==> config.mk <==
export PLATFORM = sky130hd
export DESIGN_NAME = keypad_interrupt_unit
export DESIGN_NICKNAME = d
export VERILOG_FILES = /design/src/verilog/keypad_pkg.sv /design/src/verilog/keypad_interrupt_unit.sv
export VERILOG_INCLUDE_DIRS = /design/src /design/src/verilog
export SDC_FILE = /design/constraint.sdc
export NUM_CORES = 1
export LEC_CHECK = 0
export BUFFER_PORTS_ARGS = -buffer_cell sky130_fd_sc_hd__buf_2
export CAP_MARGIN = 20
export CORE_MARGIN = 2
export CORE_UTILIZATION = 47
export DETAILED_ROUTE_END_ITERATION = 7
export PLACE_DENSITY = 0.76
export SLEW_MARGIN = 0
export SYNTH_ARGS = -nofsm -noshare
export SYNTH_HDL_FRONTEND = slang
export SYNTH_SLANG_ARGS = --single-unit
==> constraint.sdc <==
create_clock -name ref_clk -period 2.2 [get_ports ref_clk]
set_clock_uncertainty 0.1 [all_clocks]
set_input_delay 0.44 -clock ref_clk [delete_from_list [all_inputs] [get_ports ref_clk]]
set_output_delay 0.44 -clock ref_clk [all_outputs]
set_load 0.005 [all_outputs]
==> src/verilog/keypad_cfg.svh <==
// Purpose: register offsets, field positions and reset values of the keypad interrupt unit
// Assumes: 8-bit register data, byte addresses as printed
// Notes:   definitions only
`ifndef KEYPAD_CFG_SVH
`define KEYPAD_CFG_SVH

`define KEY_ADDR_W           16
`define KEY_DATA_W           8
`define KEY_OFS_STATUS_CTRL  16'h001A
`define KEY_OFS_IRQ_ENABLE   16'h001B
`define KEY_OFS_POLARITY     16'h001C
`define KEY_OFS_IRQ_STATUS   16'h001D
`define KEY_OFS_IRQ_MASK     16'h001E
`define KEY_BIT_MODE         0
`define KEY_BIT_MASK         1
`define KEY_BIT_ACK          2
`define KEY_BIT_FLAG         3
`define KEY_BIT_WAKE         6
`define KEY_BIT_EV_LATCH     0
`define KEY_BIT_EV_EDGE      1
`define KEY_RESET_BYTE       8'h00
`define KEY_RESET_PINS       6'h00

`endif

==> src/verilog/keypad_pkg.sv <==
// Purpose: shared types of the keypad interrupt unit
// Assumes: six key pins
// Notes:   constants live in keypad_cfg.svh
package keypad_pkg;

    typedef struct packed {
        logic [15:0] addr;
        logic [7:0]  wdata;
        logic        wr;
        logic        rd;
    } reg_req_type;

    typedef struct packed {
        logic [5:0] pull_up_en;
        logic [5:0] pull_down_en;
    } pull_ctrl_type;

endpackage

==> src/verilog/keypad_interrupt_unit.sv <==
// Purpose: keypad interrupt unit, six shared pins into one latched request
// Assumes: key_pins already synchronous to ref_clk; register port with read data one cycle later
// Notes:   extra event status/mask registers at 0x1D/0x1E drive event_irq
`timescale 1ns/1ps
`include "keypad_cfg.svh"

module keypad_interrupt_unit
    import keypad_pkg::*;
#(
    parameter int PINS = 6
) (
    input  wire logic                    ref_clk,
    input  wire logic                    rst_b,
    input  wire logic [`KEY_ADDR_W-1:0]  reg_addr,
    input  wire logic [`KEY_DATA_W-1:0]  reg_wdata,
    input  wire logic                    reg_wr,
    input  wire logic                    reg_rd,
    output logic      [`KEY_DATA_W-1:0]  reg_rdata,
    input  wire logic [PINS-1:0]         key_pins,
    output logic      [PINS-1:0]         pull_up_en,
    output logic      [PINS-1:0]         pull_down_en,
    output logic                         key_irq,
    output logic                         wakeup_irq_enable,
    output logic                         event_irq
);

    reg_req_type      req;
    logic [PINS-1:0]  pin_irq_enable_r;
    logic [PINS-1:0]  pin_polarity_select_r;
    logic             wakeup_irq_enable_r;
    logic             sense_mode_select_r;
    logic             request_mask_r;
    logic             latch_r;
    logic [PINS-1:0]  asserted_prev_r;
    logic [1:0]       ev_status_r;
    logic [1:0]       ev_mask_r;
    logic [PINS-1:0]  asserted;
    logic [PINS-1:0]  new_edge;
    logic             any_asserted;
    logic             edge_hit;
    logic             latch_set;
    logic             ack_wr;
    logic             latch_nxt;
    pull_ctrl_type    pull_nxt;

    // full-address equality compare used for every register write and read
    function automatic logic hit(input logic [`KEY_ADDR_W-1:0] a, input logic [`KEY_ADDR_W-1:0] ofs);
        return a == ofs;
    endfunction

    assign req = '{addr: reg_addr, wdata: reg_wdata, wr: reg_wr, rd: reg_rd};

    // asserted level per pin: polarity 1 means high, 0 means low, only when enabled
    assign asserted     = pin_irq_enable_r & ~(key_pins ^ pin_polarity_select_r);
    assign any_asserted = |asserted;
    assign new_edge     = asserted & ~asserted_prev_r;

    // an edge counts only if no other enabled input was already asserted
    assign edge_hit = (new_edge != '0) && ((asserted_prev_r & asserted) == '0);

    // mode 1 keeps setting while held, mode 0 only takes edges
    assign latch_set = sense_mode_select_r ? any_asserted : edge_hit;

    assign ack_wr = req.wr && hit(req.addr, `KEY_OFS_STATUS_CTRL) && req.wdata[`KEY_BIT_ACK];

    // set beats acknowledge, so a held level or a same-cycle edge is never lost
    always_comb begin
        latch_nxt = latch_r;
        if (ack_wr) begin
            latch_nxt = 1'b0;
        end
        if (latch_set) begin
            latch_nxt = 1'b1;
        end
    end

    // pull devices follow polarity of each enabled pin
    always_comb begin
        pull_nxt.pull_up_en   = pin_irq_enable_r & ~pin_polarity_select_r;
        pull_nxt.pull_down_en = pin_irq_enable_r & pin_polarity_select_r;
    end

    // shared latch and edge history
    always_ff @(posedge ref_clk or negedge rst_b) begin
        if (!rst_b) begin
            latch_r         <= 1'b0;
            asserted_prev_r <= `KEY_RESET_PINS;
        end else begin
            latch_r         <= latch_nxt;
            asserted_prev_r <= asserted;
        end
    end

    // status/control writable bits
    always_ff @(posedge ref_clk or negedge rst_b) begin
        if (!rst_b) begin
            sense_mode_select_r <= 1'b0;
            request_mask_r      <= 1'b0;
        end else if (req.wr && hit(req.addr, `KEY_OFS_STATUS_CTRL)) begin
            sense_mode_select_r <= req.wdata[`KEY_BIT_MODE];
            request_mask_r      <= req.wdata[`KEY_BIT_MASK];
        end
    end

    // enable and polarity registers
    always_ff @(posedge ref_clk or negedge rst_b) begin
        if (!rst_b) begin
            pin_irq_enable_r      <= `KEY_RESET_PINS;
            wakeup_irq_enable_r   <= 1'b0;
            pin_polarity_select_r <= `KEY_RESET_PINS;
        end else begin
            if (req.wr && hit(req.addr, `KEY_OFS_IRQ_ENABLE)) begin
                pin_irq_enable_r    <= req.wdata[PINS-1:0];
                wakeup_irq_enable_r <= req.wdata[`KEY_BIT_WAKE];
            end
            if (req.wr && hit(req.addr, `KEY_OFS_POLARITY)) begin
                pin_polarity_select_r <= req.wdata[PINS-1:0];
            end
        end
    end

    // event status: latch set and accepted edge; write one to clear, set wins
    always_ff @(posedge ref_clk or negedge rst_b) begin
        if (!rst_b) begin
            ev_status_r <= 2'h0;
            ev_mask_r   <= 2'h0;
        end else begin
            for (int i = 0; i < 2; i++) begin
                if (req.wr && hit(req.addr, `KEY_OFS_IRQ_STATUS) && req.wdata[i]) begin
                    ev_status_r[i] <= 1'b0;
                end
            end
            if (latch_set && !latch_r) begin
                ev_status_r[`KEY_BIT_EV_LATCH] <= 1'b1;
            end
            if (edge_hit) begin
                ev_status_r[`KEY_BIT_EV_EDGE] <= 1'b1;
            end
            if (req.wr && hit(req.addr, `KEY_OFS_IRQ_MASK)) begin
                ev_mask_r <= req.wdata[1:0];
            end
        end
    end

    // registered outputs; mask only gates the request, latch keeps running
    always_ff @(posedge ref_clk or negedge rst_b) begin
        if (!rst_b) begin
            key_irq           <= 1'b0;
            pull_up_en        <= `KEY_RESET_PINS;
            pull_down_en      <= `KEY_RESET_PINS;
            wakeup_irq_enable <= 1'b0;
            event_irq         <= 1'b0;
        end else begin
            key_irq           <= latch_nxt && !request_mask_r;
            pull_up_en        <= pull_nxt.pull_up_en;
            pull_down_en      <= pull_nxt.pull_down_en;
            wakeup_irq_enable <= wakeup_irq_enable_r;
            event_irq         <= |(ev_status_r & ev_mask_r);
        end
    end

    // read port: data one cycle after the strobe, unmapped reads zero
    always_ff @(posedge ref_clk or negedge rst_b) begin
        if (!rst_b) begin
            reg_rdata <= `KEY_RESET_BYTE;
        end else if (req.rd) begin
            reg_rdata <= `KEY_RESET_BYTE;
            if (hit(req.addr, `KEY_OFS_STATUS_CTRL)) begin
                reg_rdata[`KEY_BIT_FLAG] <= latch_r;
                reg_rdata[`KEY_BIT_MASK] <= request_mask_r;
                reg_rdata[`KEY_BIT_MODE] <= sense_mode_select_r;
            end else if (hit(req.addr, `KEY_OFS_IRQ_ENABLE)) begin
                reg_rdata[PINS-1:0]      <= pin_irq_enable_r;
                reg_rdata[`KEY_BIT_WAKE] <= wakeup_irq_enable_r;
            end else if (hit(req.addr, `KEY_OFS_POLARITY)) begin
                reg_rdata[PINS-1:0] <= pin_polarity_select_r;
            end else if (hit(req.addr, `KEY_OFS_IRQ_STATUS)) begin
                reg_rdata[1:0] <= ev_status_r;
            end else if (hit(req.addr, `KEY_OFS_IRQ_MASK)) begin
                reg_rdata[1:0] <= ev_mask_r;
            end
        end else begin
            reg_rdata <= `KEY_RESET_BYTE;
        end
    end

endmodule // keypad_interrupt_unit

# --- After elaboration in Yosys (flattened, before gate mapping) ---
# Index checks and enable logic that the tools add are counted.
word_totals:
  output_inout_bits: 23
  elab_cells: 68
  inputBits: 34
  register_bits: 49
op_classes:
  n_bitwise: 10
  n_mux: 18
  eq_ne: 5
  reduce_logical: 19
ops:
  columns: ["operator", "n"]
  rows:
  - ["$eq 16x5->1 const B", 5]
  - ["$and 6x6->6", 5]
  - ["$not 6->6", 3]
  - ["$logic_and 1x1->1", 11]
  - ["$mux 1", 10]
  - ["$mux 2", 4]
  - ["$mux 7", 1]
  - ["$logic_not 6->1", 1]
  - ["$mux 6", 1]
  - ["$reduce_bool 6->1", 1]
  - ["$reduce_or 6->1", 1]
  - ["$xor 6x6->6", 1]
  - ["$mux 4", 1]
  - ["$reduce_bool 2->1", 2]
  - ["$mux 3", 1]
  - ["$and 2x2->2", 1]
  - ["$logic_not 1->1", 2]
  - ["$reduce_or 2->1", 1]

# --- Depth between registers and ports, before layout ---
logic_depth:
  ltp_word: 9
  depth_mapped: 6
  mapped_depth_nobuf: 4

# --- Least setup slack after synthesis ---
# Ideal clock, no wire load.
synth_path:
  kind: "input -> register"
  from: "input reg_addr[5]"
  to: "register pin_polarity_select_r[0]"
  path_buffers: 1
  required_time_ns: 1.973
  slack_ns: 0.339
  arrival_ns: 1.633
  stages: 5
  setup_time_ns: 0.127
  cell_sequence: "nor4b_4 > and4_1 > and4_1 > buf_4 > mux2_1"
synth_between:
  elab_chain_len: 2
synth_rtl:
  columns: ["item", "line", "text"]
  rows:
  - ["start, declared", "keypad_interrupt_unit.sv:14", "input wire logic [`KEY_ADDR_W-1:0] reg_addr,"]
  - ["$eq 16x5->1", "keypad_interrupt_unit.sv:48", "return a == ofs;"]
  - ["$logic_and 1x1->1", "keypad_interrupt_unit.sv:116", "if (req.wr && hit(req.addr, `KEY_OFS_POLARITY)) begin"]
  - ["end signal, assigned", "keypad_interrupt_unit.sv:110", "pin_polarity_select_r <= `KEY_RESET_PINS;"]
  - ["end signal, assigned", "keypad_interrupt_unit.sv:117", "pin_polarity_select_r <= req.wdata[PINS-1:0];"]
  - ["end, declared", "keypad_interrupt_unit.sv:29", "logic [PINS-1:0] pin_polarity_select_r;"]
# Every way passes these cells.
# A chain may end at the register's enable or synchronous reset.

# --- Final worst setup path ---
# Ends and elaborated chain as after synthesis.

==> impl_metrics.toml <==
[outcome]
status = "finished, final reports clean"

[timing]
clock.fmax_mhz = 544
setup_violations = 0
period_needed_ps = 1840
period_share_pct = 83.5
setup_tns_ps = 0
slew_viol_final = 0
rsz0062_at_grt = "false"
timing_hold_violations_final = 0

[setup_path]
cp_max_fo = 6
worstPathBufferInverterCount = 1
cpMaxStageDelayCell = "and4_1"
arrival_ps = 1910
cp-end-kind = "register"
cp_common_cell = "and4_1"
worst-setup-path-type = "in -> reg"
cp.required_ps = 2280
cp_cell_sequence = "buf_2 -> nor4b_4 -> and4_1 -> and4_1 -> mux2_1"
critPathLaunchType = "input port"
crit_family = "simple AND/OR/NAND/NOR gates"
slowest_delay_ps = 400

[floorplan]
fp-row-count = 24
dieHeight_um = 71.1
die_area_sq_mm = 0.00506
die_w_um = 71.1
pin_count = 57
initial_utilization_pct = 48.6
core-area_sq_mm = 0.00435

[global_route]
grt_remaining_overflow = 0
grt_max_degree = 28
groute.usage.overall_pct = 17.7
grt_pass1_wl_um = 7030
grt_pass1_vias = 1514
antenna_found_initial = 0

[final_layout]
final-instance-count-excl-fill = 283
nNetsFinal = 264
areaGrowthSynthToFinish_pct = 21.9
antennaDiodeCount = 0
drive_above_1_share_pct = 35.9

[worst_hold_path]
hold_path.class = "in -> async"

[yosys]
synth_async_sr_flop_share_pct = 100
syn_nets = 206
ys_top_cells_by_area = "dfrtp_1 57%, mux2_2 5.8%, and2_1 4.1%"
ys_warn_count = 0
synth_top_area_share_pct = 56.7
ys_types = 41
syn_area_sq_mm = 0.00212
synthTopCellsByCount = "48 x dfrtp_1, 16 x nand3_1, 14 x and2_1"
synth-edff-count = 0
synth_top_area_cell = "dfrtp_1"
ys.flop_type = "dfrtp_1"
synth-seq-cells = 48
synth.most_common_cell = "dfrtp_1"
avgSynthCellArea_sq_um = 12.3
synthCells = 172
ys_seq_area_share_pct = 56.7

[pwr]
static-leakage-power_nw = 1.34
seqPwrFrac_pct = 53.2
combPwrFrac_pct = 5.9
ir_drop_uv = 339
power.density_mw_per_mm2 = 643
switchingPower_mw = 0.337
swShare_pct = 20.3
power.internal_mw = 1.32
clockPowerShare_pct = 40.9

[placed_design]
gp_congestion = 0.846
io_buffers = 54
place_hpwl_um = 3200
placed_cells = 275

[route]
num_vias = 1544
drtIter0Drc = 77
drt_first_pass_iters = 4
drc = 0
routedWlPerCell_um = 14.8
ant_nets = 0
wirelength_um = 4190
avgViaCountPerCell = 5.46

[clock_network]
cts_root_buf = "clkbuf_8"
cts_tree = "built"
cts.htree.levels = 2
cts-buffers-inserted = 5
postCtsHoldBufs = 0
cts_setup_buffers = 0
clk_pin_slew_ps = 90
cts_resized = 0
clk_latency_ps = 300
cts_max_path_buffers = 2
clock_sinks = 48

[job]
max_cap_viol_count = 0
[registers in the layout (all words and copies together) (netlist names)]
register	flops
pin_polarity_select_r	6
sense_mode_select_r	1
ev_status_r	2
pin_irq_enable_r	6
event_irq	1
reg_rdata	7
wakeup_irq_enable	1
pull_down_en	6
ev_mask_r	2
latch_r	1
request_mask_r	1
key_irq	1
pull_up_en	6
asserted_prev_r	6
wakeup_irq_enable_r	1
[worst register-to-register path, cell delays in order, from the launching register on]
cell and delay, ps:
dfrtp_1 440, xnor2_1 200, a22o_1 260, nor4_2 380, o21ai_0 170
[kinds of logic (layout without fill, tap and decap cells)]
logic type / after synthesis / count (layout) / synth area share, %
buf+inv: 14 / 73 / 3.31
compound gates: 23 / 23 / 8.09
simple gates: 61 / 61 / 19.3
xor+xnor: 6 / 6 / 2.48
mux: 19 / 19 / 9.98
flops: 48 / 48 / 56.7
other cells: 1 / 1 / 0.177
[path summary, 6_finish.rpt]
path	depth (start not counted)	end	start	slack, ps
min in group ref_clk	2	wakeup_irq_enable_r$_DFFE_PN0P_	reg_wdata[6]	280
max	5	pin_polarity_select_r[0]$_DFFE_PN0P_	reg_addr[5]	360
min reg2reg	0	wakeup_irq_enable$_DFF_PN0_	wakeup_irq_enable_r$_DFFE_PN0P_	310
max in group asynchronous	2	request_mask_r$_DFFE_PN0N_	rst_b	1490
max reg2reg	4	ev_status_r[1]$_DFFE_PN0P_	pin_polarity_select_r[0]$_DFFE_PN0P_	520
min	1	reg_rdata[2]$_DFF_PN0_	rst_b	3
[power by group through the flow]
stage          clock, mW  combinational (mW)  sequential (mW)
2_1_floorplan          0              0.0335            0.900
3_3_place_gp           0              0.0981            0.900
3_5_place_dp           0              0.0993            0.900
4_1_cts            0.691              0.0997            0.883
5_1_grt            0.723               0.110            0.883
6_report           0.679              0.0981            0.883
[metal layers]
metal	global-route usage (%)	share of wire (%)
met1	23.2	43
met4	3.77	1.1
met2	29.9	49
met3	4.70	6.4
met5	0	0
[cell type report]
class                   count  area [sq um]
clock buffers               7          96.3
inverters                   6          22.5
clock inverters             1          30.0
flip-flops and latches     48          1200
repair buffers             59           320
multi-input cells         110           847
well taps                  52          65.1
fillers                   364          1770
[layout by cell type (no fill, tap or decap), types with 2 or more instances in the layout]
cell	n
and2_1	14
a21oi_1	3
xnor2_1	6
and4_1	3
nand3_1	16
mux2_1	6
a31oi_1	3
a41oi_1	3
inv_1	6
nor2_1	2
clkbuf_8	7
buf_2	54
buf_4	4
nor3_1	2
a22o_1	3
o41ai_1	2
a32oi_1	2
o211ai_1	2
dfrtp_1	48
nand4_1	3
mux2i_1	2
nor2b_1	7
mux2_2	11
nand2_1	3
[stage by stage]
step / util (%) / setup slack (ps) / power (mW) / hold slack, ps / area (sq um)
6_report: 59.3 / 363 / 1.66 / 2.58 / 2580
3_3_place_gp: 56.4 / 106 / 0.998 / 290 / 2460
4_1_cts: 59.3 / 353 / 1.67 / 13.9 / 2580
2_1_floorplan: - / 339 / 0.934 / 44.4 / 2120
5_1_grt: 59.3 / 247 / 1.72 / 33.8 / 2580
3_5_place_dp: 56.4 / 63.7 / 0.999 / 288 / 2460
Note: power is estimated with default switching activity, not from simulation.
